[src/core/cpw_consts.svh]
// Purpose: named offsets, fields, codes and timing figures of the cascaded timer
// Assumes: included by its bare name from every design file that needs it
// Notes: byte offsets are aligned words on a 32-bit wishbone bus
`ifndef CPW_CONSTS_SVH
`define CPW_CONSTS_SVH

// ----------------------------------------
// register byte offsets
// ----------------------------------------
`define CPW_OFF_LOWER_CTRL 8'h00
`define CPW_OFF_UPPER_CTRL 8'h04
`define CPW_OFF_PERIOD_LO 8'h08
`define CPW_OFF_PERIOD_HI 8'h0c
`define CPW_OFF_WIDTH_LO 8'h10
`define CPW_OFF_WIDTH_HI 8'h14
`define CPW_OFF_COUNT_LO 8'h18
`define CPW_OFF_COUNT_HI 8'h1c
`define CPW_OFF_STATUS 8'h20

// ----------------------------------------
// field positions and reset values
// ----------------------------------------
`define CPW_UC_PRESET_BIT 7
`define CPW_UC_RUN_BIT 3
`define CPW_UC_MODE_MSB 2
`define CPW_UC_MODE_LSB 0
`define CPW_LC_SRC_MSB 6
`define CPW_LC_SRC_LSB 4
`define CPW_BYTE_RST 8'h00
`define CPW_COUNT_RST 16'h0000
`define CPW_BYTE_ZERO 8'h00
`define CPW_WORD_ZERO 32'h0000_0000

// ----------------------------------------
// mode and count source codes
// ----------------------------------------
`define CPW_MODE_PULSE_CODE 3'h7
`define CPW_MODE_WARM_CODE 3'h5
`define CPW_SRC_DIV11 3'h0
`define CPW_SRC_DIV7 3'h1
`define CPW_SRC_DIV5 3'h2
`define CPW_SRC_DIV3 3'h3
`define CPW_SRC_LOWFREQ 3'h4
`define CPW_SRC_DIV1 3'h5
`define CPW_SRC_FULL 3'h6
`define CPW_SRC_EXT_PIN 3'h7
`define CPW_PRESCALE_W 11
`define CPW_MASK_DIV11 11'h7ff
`define CPW_MASK_DIV7 11'h07f
`define CPW_MASK_DIV5 11'h01f
`define CPW_MASK_DIV3 11'h007
`define CPW_MASK_DIV1 11'h001

// ----------------------------------------
// warm-up timing on the low-frequency clock
// ----------------------------------------
`define CPW_LF_CLK_HZ 32768
`define CPW_WARM_MIN_SETTING 16'h0100
`define CPW_WARM_MAX_SETTING 16'hff00
`define CPW_WARM_MIN_US 7810
`define CPW_WARM_MAX_US 1990000
`define CPW_WARM_MIN_TICKS (`CPW_WARM_MIN_US * `CPW_LF_CLK_HZ / 1000000)

`endif

[src/core/cpw_pkg.sv]
// Purpose: shared types of the cascaded pulse and warm-up timer
// Assumes: used by scoped name only
// Notes: the mode type lives here, mode decode lives in the timer, codes live in the consts header
package cpw_pkg;
  typedef enum logic [1:0] {
    CPW_MODE_IDLE,
    CPW_MODE_PULSE,
    CPW_MODE_WARM
  } cpw_mode_e;
  typedef logic [15:0] cpw_count_t;
endpackage

[src/core/cpw_timer.sv]
// Purpose: 16-bit cascaded timer, programmable pulse and warm-up counter modes
// Assumes: classic wishbone slave, 8-bit registers in byte lane 0 of each word
// Notes: registers apply at once; no shadow copies of the compare values
// Operation
// - two 8-bit counters form one 16-bit counter
// - width match inverts output, counting continues
// - period match inverts output, clears, requests interrupt
// - preset bit loads output flip-flop; reset clears
// - output pin is inverse of flip-flop
// - compare writes act immediately; avoid while running
// - stop holds pin; preset only after stop
// - stopped, clearing bit 7 drives pin high
// - 057H selects pulse mode, 05FH starts
// - warm-up counter mode, both switch directions
// - warm-up compares only upper period byte
// - warm-up match clears counter, requests interrupt
// - 0100H gives 7.81 ms, FF00H 1.99 s
// - 05H selects warm-up mode, preset zero
`timescale 1ns/1ns
`include "cpw_consts.svh"
module cpw_timer #(
  parameter int ADR_W = 8,
  parameter int COUNT_W = 16
) (
  input wire logic ref_clk,
  input wire logic rstn,
  input wire logic wb_cyc_i,
  input wire logic wb_stb_i,
  input wire logic wb_we_i,
  input wire logic [ADR_W-1:0] wb_adr_i,
  input wire logic [3:0] wb_sel_i,
  input wire logic [31:0] wb_dat_i,
  output logic [31:0] wb_dat_o,
  output logic wb_ack_o,
  input wire logic external_count_pin,
  input wire logic low_freq_clk_pin,
  output logic pulse_output_pin,
  output logic period_interrupt
);
  logic [7:0] lower_control_reg;
  logic [7:0] upper_control_reg;
  logic [7:0] period_compare_low_reg, period_compare_high_reg;
  logic [7:0] width_compare_low_reg, width_compare_high_reg;
  logic [COUNT_W-1:0] count_reg;
  logic output_flipflop_reg;
  logic irq_reg;
  logic ack_reg;
  logic [31:0] rdat_reg;
  logic count_tick;
  logic wr_en;
  logic [7:0] wr_byte;
  logic [7:0] adr_byte;
  logic run_bit;
  cpw_pkg::cpw_mode_e mode;
  cpw_pkg::cpw_count_t period_value, width_value, warm_value;
  logic period_hit, width_hit, warm_hit;
  logic upper_wr;

  // ----------------------------------------
  // count-clock source
  // ----------------------------------------
  cpw_tick_gen u_tick (
    .ref_clk(ref_clk),
    .rstn(rstn),
    .source_select(lower_control_reg[`CPW_LC_SRC_MSB:`CPW_LC_SRC_LSB]),
    .external_count_pin(external_count_pin),
    .low_freq_clk_pin(low_freq_clk_pin),
    .count_tick(count_tick)
  );

  // ----------------------------------------
  // wishbone slave: ack one cycle after the request
  // ----------------------------------------
  assign adr_byte = {wb_adr_i[7:2], 2'b00};
  // write lands on the edge at which the master sees ack
  assign wr_en = wb_cyc_i & wb_stb_i & wb_we_i & ack_reg & wb_sel_i[0];
  assign wr_byte = wb_dat_i[7:0];
  assign upper_wr = wr_en && adr_byte == `CPW_OFF_UPPER_CTRL;

  always_ff @(posedge ref_clk or negedge rstn) begin
    if (!rstn) begin
      ack_reg <= 1'b0;
    end else begin
      ack_reg <= wb_cyc_i & wb_stb_i & ~ack_reg;
    end
  end

  always_ff @(posedge ref_clk or negedge rstn) begin
    if (!rstn) begin
      rdat_reg <= `CPW_WORD_ZERO;
    end else if (wb_cyc_i & wb_stb_i & ~ack_reg & ~wb_we_i) begin
      unique case (adr_byte)
        `CPW_OFF_LOWER_CTRL: rdat_reg <= {24'h00_0000, lower_control_reg};
        `CPW_OFF_UPPER_CTRL: rdat_reg <= {24'h00_0000, upper_control_reg};
        `CPW_OFF_PERIOD_LO: rdat_reg <= {24'h00_0000, period_compare_low_reg};
        `CPW_OFF_PERIOD_HI: rdat_reg <= {24'h00_0000, period_compare_high_reg};
        `CPW_OFF_WIDTH_LO: rdat_reg <= {24'h00_0000, width_compare_low_reg};
        `CPW_OFF_WIDTH_HI: rdat_reg <= {24'h00_0000, width_compare_high_reg};
        `CPW_OFF_COUNT_LO: rdat_reg <= {24'h00_0000, count_reg[7:0]};
        `CPW_OFF_COUNT_HI: rdat_reg <= {24'h00_0000, count_reg[15:8]};
        `CPW_OFF_STATUS: rdat_reg <= {30'h0000_0000, irq_reg, output_flipflop_reg};
        default: rdat_reg <= `CPW_WORD_ZERO;
      endcase
    end
  end

  assign wb_ack_o = ack_reg;
  assign wb_dat_o = rdat_reg;

  // ----------------------------------------
  // control and compare registers
  // ----------------------------------------
  always_ff @(posedge ref_clk or negedge rstn) begin
    if (!rstn) begin
      lower_control_reg <= `CPW_BYTE_RST;
      upper_control_reg <= `CPW_BYTE_RST;
    end else if (wr_en) begin
      if (adr_byte == `CPW_OFF_LOWER_CTRL) begin
        lower_control_reg <= wr_byte;
      end
      if (adr_byte == `CPW_OFF_UPPER_CTRL) begin
        upper_control_reg <= wr_byte;
      end
    end
  end

  // no shadow copy: a write takes part in the very next compare
  // low then high byte order is on software
  always_ff @(posedge ref_clk or negedge rstn) begin
    if (!rstn) begin
      period_compare_low_reg <= `CPW_BYTE_RST;
      period_compare_high_reg <= `CPW_BYTE_RST;
      width_compare_low_reg <= `CPW_BYTE_RST;
      width_compare_high_reg <= `CPW_BYTE_RST;
    end else if (wr_en) begin
      unique case (adr_byte)
        `CPW_OFF_PERIOD_LO: period_compare_low_reg <= wr_byte;
        `CPW_OFF_PERIOD_HI: period_compare_high_reg <= wr_byte;
        `CPW_OFF_WIDTH_LO: width_compare_low_reg <= wr_byte;
        `CPW_OFF_WIDTH_HI: width_compare_high_reg <= wr_byte;
        default: ;
      endcase
    end
  end

  // ----------------------------------------
  // mode decode and match detection
  // ----------------------------------------
  assign run_bit = upper_control_reg[`CPW_UC_RUN_BIT];

  always_comb begin
    unique case (upper_control_reg[`CPW_UC_MODE_MSB:`CPW_UC_MODE_LSB])
      `CPW_MODE_PULSE_CODE: mode = cpw_pkg::CPW_MODE_PULSE;
      `CPW_MODE_WARM_CODE: mode = cpw_pkg::CPW_MODE_WARM;
      default: mode = cpw_pkg::CPW_MODE_IDLE;
    endcase
  end

  assign period_value = {period_compare_high_reg, period_compare_low_reg};
  assign width_value = {width_compare_high_reg, width_compare_low_reg};
  // low period byte ignored in warm-up, so count = high * 256 ticks
  assign warm_value = {period_compare_high_reg, `CPW_BYTE_ZERO};
  assign period_hit = mode == cpw_pkg::CPW_MODE_PULSE && count_reg == period_value;
  assign width_hit = mode == cpw_pkg::CPW_MODE_PULSE && count_reg == width_value;
  assign warm_hit = mode == cpw_pkg::CPW_MODE_WARM && count_reg == warm_value;

  // ----------------------------------------
  // 16-bit cascaded up-counter
  // ----------------------------------------
  always_ff @(posedge ref_clk or negedge rstn) begin
    if (!rstn) begin
      count_reg <= `CPW_COUNT_RST;
    end else if (!run_bit || mode == cpw_pkg::CPW_MODE_IDLE) begin
      count_reg <= `CPW_COUNT_RST;
    end else if (count_tick) begin
      if (period_hit || warm_hit) begin
        count_reg <= `CPW_COUNT_RST;
      end else begin
        count_reg <= count_reg + 1'b1;
      end
    end
  end

  // one-cycle request per match, on the tick that clears the counter
  always_ff @(posedge ref_clk or negedge rstn) begin
    if (!rstn) begin
      irq_reg <= 1'b0;
    end else begin
      irq_reg <= run_bit & count_tick & (period_hit | warm_hit);
    end
  end

  assign period_interrupt = irq_reg;

  // ----------------------------------------
  // output flip-flop
  // ----------------------------------------
  // preset only loads while already stopped, so a stop write keeps the level
  always_ff @(posedge ref_clk or negedge rstn) begin
    if (!rstn) begin
      output_flipflop_reg <= 1'b0;
    end else if (upper_wr && !run_bit) begin
      output_flipflop_reg <= wr_byte[`CPW_UC_PRESET_BIT];
    end else if (run_bit && count_tick && (period_hit || width_hit)) begin
      output_flipflop_reg <= ~output_flipflop_reg;
    end
  end

  assign pulse_output_pin = ~output_flipflop_reg;
endmodule

[src/core/cpw_tick_gen.sv]
// Purpose: count-clock event generator for the cascaded timer
// Assumes: pins are asynchronous to ref_clk and pass two flip-flops first
// Notes: one-cycle tick per count event; external pin counts on falling edges
`timescale 1ns/1ns
`include "cpw_consts.svh"
module cpw_tick_gen #(
  parameter int PRESCALE_W = `CPW_PRESCALE_W
) (
  input wire logic ref_clk,
  input wire logic rstn,
  input wire logic [2:0] source_select,
  input wire logic external_count_pin,
  input wire logic low_freq_clk_pin,
  output logic count_tick
);
  logic [PRESCALE_W-1:0] div_reg;
  logic ext_meta_reg, ext_sync_reg, ext_prev_reg;
  logic lf_meta_reg, lf_sync_reg, lf_prev_reg;
  logic ext_fall, lf_rise;

  // ----------------------------------------
  // free-running prescaler
  // ----------------------------------------
  always_ff @(posedge ref_clk or negedge rstn) begin
    if (!rstn) begin
      div_reg <= '0;
    end else begin
      div_reg <= div_reg + 1'b1;
    end
  end

  // ----------------------------------------
  // pin synchronisers, edge detect after second stage only
  // ----------------------------------------
  always_ff @(posedge ref_clk or negedge rstn) begin
    if (!rstn) begin
      ext_meta_reg <= 1'b1;
      ext_sync_reg <= 1'b1;
      ext_prev_reg <= 1'b1;
      lf_meta_reg <= 1'b0;
      lf_sync_reg <= 1'b0;
      lf_prev_reg <= 1'b0;
    end else begin
      ext_meta_reg <= external_count_pin;
      ext_sync_reg <= ext_meta_reg;
      ext_prev_reg <= ext_sync_reg;
      lf_meta_reg <= low_freq_clk_pin;
      lf_sync_reg <= lf_meta_reg;
      lf_prev_reg <= lf_sync_reg;
    end
  end

  // each level must last two machine cycles or an edge is lost
  assign ext_fall = ext_prev_reg & ~ext_sync_reg;
  assign lf_rise = lf_sync_reg & ~lf_prev_reg;

  always_comb begin
    unique case (source_select)
      `CPW_SRC_DIV11: count_tick = (div_reg & `CPW_MASK_DIV11) == `CPW_MASK_DIV11;
      `CPW_SRC_DIV7: count_tick = (div_reg & `CPW_MASK_DIV7) == `CPW_MASK_DIV7;
      `CPW_SRC_DIV5: count_tick = (div_reg & `CPW_MASK_DIV5) == `CPW_MASK_DIV5;
      `CPW_SRC_DIV3: count_tick = (div_reg & `CPW_MASK_DIV3) == `CPW_MASK_DIV3;
      `CPW_SRC_LOWFREQ: count_tick = lf_rise;
      `CPW_SRC_DIV1: count_tick = (div_reg & `CPW_MASK_DIV1) == `CPW_MASK_DIV1;
      `CPW_SRC_FULL: count_tick = 1'b1;
      `CPW_SRC_EXT_PIN: count_tick = ext_fall;
    endcase
  end
endmodule

[config.mk]
export PLATFORM = sky130hd
export DESIGN_NAME = cpw_timer
export DESIGN_NICKNAME = d
export VERILOG_FILES = /design/src/core/cpw_pkg.sv /design/src/core/cpw_timer.sv /design/src/core/cpw_tick_gen.sv
export VERILOG_INCLUDE_DIRS = /design/src /design/src/core
export SDC_FILE = /design/constraint.sdc
export NUM_CORES = 1
export LEC_CHECK = 0
export BUFFER_PORTS_ARGS = -buffer_cell sky130_fd_sc_hd__buf_2
export CAP_MARGIN = 0
export CORE_MARGIN = 10
export CORE_UTILIZATION = 40
export DETAILED_ROUTE_END_ITERATION = 12
export GPL_ROUTABILITY_DRIVEN = 1
export PLACE_DENSITY_LB_ADDON = 0.12
export SYNTH_ARGS = -nofsm -noshare
export SYNTH_HDL_FRONTEND = slang
export SYNTH_SLANG_ARGS = --single-unit
[constraint.sdc]
create_clock -name ref_clk -period 7.6 [get_ports ref_clk]
set_input_delay 1.14 -clock ref_clk [delete_from_list [all_inputs] [get_ports ref_clk]]
set_output_delay 1.14 -clock ref_clk [all_outputs]
set_load 0.02 [all_outputs]
# After elaboration in Yosys (flattened, before gate mapping)
# Index checks and enable logic that the tools add are counted.
# totals
out_inout_bits	35
word_cells	92
inputBits	51
register_bits	116
# op_classes
reduce_logical	22
add_sub_neg	2
mux	8
bitwise	16
eq_ne	26
# op_table
op	n
one-hot mux 8 bit (9 select lines)	1
== test 16 bit	3
2-to-1 mux 16 bit	3
== test 6 x 3 -> 1 bit, second input constant	4
== test 3 bit, second input constant	7
adder 16 x 1 -> 16 bit, second input constant	1
== test 6 x 2 -> 1 bit, second input constant	2
AND reduction 2 bit	6
adder 11 x 1 -> 11 bit, second input constant	1
== test 11 bit, second input constant	1
AND 1 bit	10
zero test 8 bit	1
one-hot mux 1 bit (8 select lines)	1
== test 7 bit, second input constant	1
logical AND 1 bit	7
== test 3 x 2 -> 1 bit, second input constant	2
== test 6 x 1 -> 1 bit, second input constant	1
== test 6 x 4 -> 1 bit, second input constant	1
== test 5 bit, second input constant	1
NOT 1 bit	5
one-hot mux 2 bit (2 select lines)	1
nonzero test 2 bit	2
== test 3 x 1 -> 1 bit, second input constant	1
zero test 3 bit	1
7 further kinds	10

# Depth between registers and ports, before layout
# logic_depth
depth_word	8
ltp_mapped	10
mapped_depth_nobuf	9

# Cells and area by module
# Synthesis repeated with hierarchy kept, for this count alone.
# unflattened
cells_unflattened	460
hier_area_um2	5188.7
# by_module_without_submodules
mod	area_per_inst_um2	cells_each	seq_area_each_um2	instances
cpw_timer	4499.3	409	1876.8	1
cpw_tick_gen	689.4	51	429.2	1

# Least setup slack after synthesis
# Ideal clock, no wire load.
# synth_timing
path_kind	input -> register
startpoint	in wb_adr_i[7]
endpoint	reg lower_control_reg[0]
required_time_ps	7475
n_path_buf	0
t_arrival_ps	2539
setup_slack_ps	4936
setup_time_ps	125
cell_stages	5
path_cell_list	nor3_1 > nand2b_1 > nor3_1 > nand2_1 > mux2_2
# synth_via
elab_chain_len	2
# synth_rtl
item	line_no	text
from (decl)	cpw_timer.sv:30	input wire logic [ADR_W-1:0] wb_adr_i,
zero test 8 bit	n/a	
AND reduction 2 bit (no source line)	n/a	
to (signal assigned)	cpw_timer.sv:115	lower_control_reg <= `CPW_BYTE_RST;
to (signal assigned)	cpw_timer.sv:119	lower_control_reg <= wr_byte;
to (decl)	cpw_timer.sv:40	logic [7:0] lower_control_reg;
# No other way between the ends.
# A chain may end at the register's enable or synchronous reset.

# Worst setup path in the final report
# layout_timing
startpoint	reg u_tick.div_reg[0]
endpoint	reg count_reg[0]
# layout_via
elab_chain_len	3
word_cells_on_any_way	6
classes_between	eq/ne: 4; mux: 1; reduce/logical: 1
# layout_rtl
item	line_no	text
from (decl)	cpw_tick_gen.sv:16	logic [PRESCALE_W-1:0] div_reg;
from (signal assigned)	cpw_tick_gen.sv:28	div_reg <= div_reg + 1'b1;
== test 11 bit (no source line) (tied with other cells)	n/a	
one-hot mux 1 bit (8 select lines) (*)	cpw_tick_gen.sv:58	unique case (source_select)
nonzero test 2 bit (no source line) (*)	n/a	
to (signal assigned)	cpw_timer.sv:174	count_reg <= `CPW_COUNT_RST;
to (signal assigned)	cpw_timer.sv:177	count_reg <= `CPW_COUNT_RST;
to (signal assigned)	cpw_timer.sv:179	count_reg <= count_reg + 1'b1;
to (decl)	cpw_timer.sv:44	logic [COUNT_W-1:0] count_reg;
# Every way passes the cells marked *; elsewhere a longest branch is shown, timed or not.

==> out/results.ini <==
[synth]
synthTopCellsByArea=dfrtp_1, mux2_2, xnor2_1, xor2_1, buf_4
ys_dominant_reg_cell=dfrtp_1
synth_common_cells=dfrtp_1, mux2_2, nand2_1, buf_4, xnor2_1
yosysMostFrequentCell=dfrtp_1
synth_edf_count=0
yosysWarnings=0
synth-seq-cells=92
synth_area_leader_cell=dfrtp_1
yosys.cell_types.count=54
synth_area_sq_mm=0.00495
synthCells=451
ys_seq_area_frac=0.466
synth_top_area_frac=0.450
avgSynthCellArea_sq_um=11.0
async_flop_share=1.00

[setup_path]
cp-end-kind=register
start_kind=register
crit_type=reg2reg
cp.arrival_ps=3150
critPathRequiredTime_ps=7830
critPathMaxFanout=13

[sta]
post-route-min-period_ps=2920
slew_headroom=0.410
rsz0062_at_grt=no
fin_crit_sh=0.385
slew_violations=0
fin_tns_setup_ps=0
final_hold_viol_count=0
max_clock_freq_mhz=342
worst_pin_slew_ps=880
clock_skew_ps=6.65
setup_slack_ps=4680
setup_viol=0

[die]
fp.dieArea_sq_mm=0.0172
num_rows=40
die_w_um=131
initial_core_util=0.411
core_area_sq_mm=0.0121
ios=86
die_h_um=131

[routing]
ant_nets=0
num_vias=3518
viasPerCell=5.45
post_drt_wl_per_cell_um=18.8
drcViolationCount=0
drt_first_pass_iters=5
routed_wl_um=12100
drtIter0Drc=295

[pwr]
ir_worst_vdd_mv=0.137
p_leak_nw=2.74
netSwitchingFraction=0.225
power_density_mw_per_mm2=188
intPower_mw=0.795
power.switching_mw=0.230
seq_power_share=0.487
clkPwrFrac=0.467
pwr-share-comb=0.046

[place]
dpl_cell_area_sq_mm=0.00514
gp_congestion=0.868
dp_slack_ps=4490
io_buffers=32
hpwl_um=9060

[run_status]
outcome=complete, no violations

[clock_tree]
cts_tree=yes
clkTransAtPathRegs_ps=60
post_cts_resized=0
htreeDepth=3
cts-root-buf=clkbuf_16
numClockSinks=92
cts-hold-fix-buffers=0
post-cts-setup-buffers=0
worstSkewPairLatency_ps=340
clk_path_buf_depth=2
cts_made_buffers=9

[layout]
largest_reg_flops=16
multi_input_area_sq_mm=0.00242
antenna_cells=0
fill_cells=1186
fin_nets=528
regArea_sq_mm=0.00231
final_cell_area_sq_mm=0.00546
area_delta_synth_final_pct=10.3
drive_gt1_frac=0.233

[global_routing]
grt_pass1_wl_um=19500
grt_overflow=0
grt_util_met3=0.0343
grt_antenna_before_repair=0
met2_usage=0.207
grt_util_all_layers=0.139
grt-busiest-layer=met2
met1_usage=0.197
grt_pass1_vias=3444
grt_max_degree=52

[run]
maxCapViolCount=0

[worst_hold_path]
hold_path_class=reg2reg

-- power groups by stage --
stage / Combinational (mW) / Sequential, mW / Clock, mW
after floorplan: 0.0328 / 0.507 / 0
after global placement: 0.0469 / 0.508 / 0
after detailed placement: 0.0475 / 0.508 / 0
after CTS: 0.0476 / 0.499 / 0.491
after global routing: 0.0529 / 0.499 / 0.514
final: 0.0471 / 0.499 / 0.479
-- final timing paths --
check	from	end	slack, ps	depth (start not counted)
max in group asynchronous	rstn	period_compare_low_reg[1]	5750	2
min	u_tick.ext_meta_reg	u_tick.ext_sync_reg	360	0
min reg2reg	u_tick.ext_meta_reg	u_tick.ext_sync_reg	360	0
max	u_tick.div_reg[0]	count_reg[0]	4680	9
min in group asynchronous	rstn	u_tick.div_reg[5]	770	1
max reg2reg	u_tick.div_reg[0]	count_reg[0]	4680	9
-- through the flow --
| step | hold WS (ps) | power [mW] | cells | utilization |
|---|---|---|---|---|
| after CTS | 357 | 1.04 | 645 | 0.453 |
| after detailed placement | 348 | 0.556 | 629 | 0.427 |
| after global placement | 334 | 0.555 | 629 | 0.427 |
| final | 356 | 1.03 | 645 | 0.453 |
| after global routing | 359 | 1.07 | 645 | 0.453 |
| after floorplan | 331 | 0.540 | 474 | - |
-- cell type report --
class                           count  area share
Multi-Input combinational cell    328       0.444
Timing Repair Buffer               34      0.0325
Sequential cell                    92       0.422
Inverter                            7     0.00481
Tap cell                          168      0.0385
Clock buffer                       10      0.0419
Clock inverter                      6      0.0160
-- cell families (layout without fill, tap and decap cells) --
| logic type | Yosys count | in the layout | share of synthesized area |
|---|---|---|---|
| AOI/OAI and AO/OA | 80 | 80 | 0.123 |
| xor gates and xnor gates | 45 | 45 | 0.0796 |
| adders and majority gates | 5 | 5 | 0.0126 |
| buffers and inverters | 54 | 57 | 0.0624 |
| DFF | 92 | 92 | 0.466 |
| muxes | 52 | 52 | 0.117 |
| other | 1 | 24 | 0.000757 |
| and+or+nand+nor | 122 | 122 | 0.139 |
-- placed cells by master (no fill, tap or decap), types with 9 or more instances in the layout --
master / netlist / routed
a21o_1: 16 / 16
a221oi_1: 9 / 9
a22o_1: 15 / 15
a22oi_1: 15 / 15
buf_2: 1 / 31
clkbuf_16: 0 / 9
conb_1: 1 / 24
dfrtp_1: 89 / 89
mux2_2: 48 / 48
nand2_1: 27 / 27
nand3_1: 10 / 10
nand4_1: 12 / 12
nor2_1: 19 / 19
nor3_1: 11 / 11
xnor2_1: 24 / 24
xor2_1: 21 / 21
-- layer usage --
layer	wire length, um	vias up
met5	0	-
li1	-	1644
met3	594	11
met4	128	0
met1	6060	1784
met2	5350	79
-- worst max-delay path: stages, from the launching register on --
cell      delay (ps)
dfrtp_1          450
ha_1             290
and3_1           200
ha_1             170
mux2i_1          120
a21oi_1          100
a211oi_1         740
or2_4            360
nor3_4            90
mux2_2           280
Power figures use the tool's default switching activity.
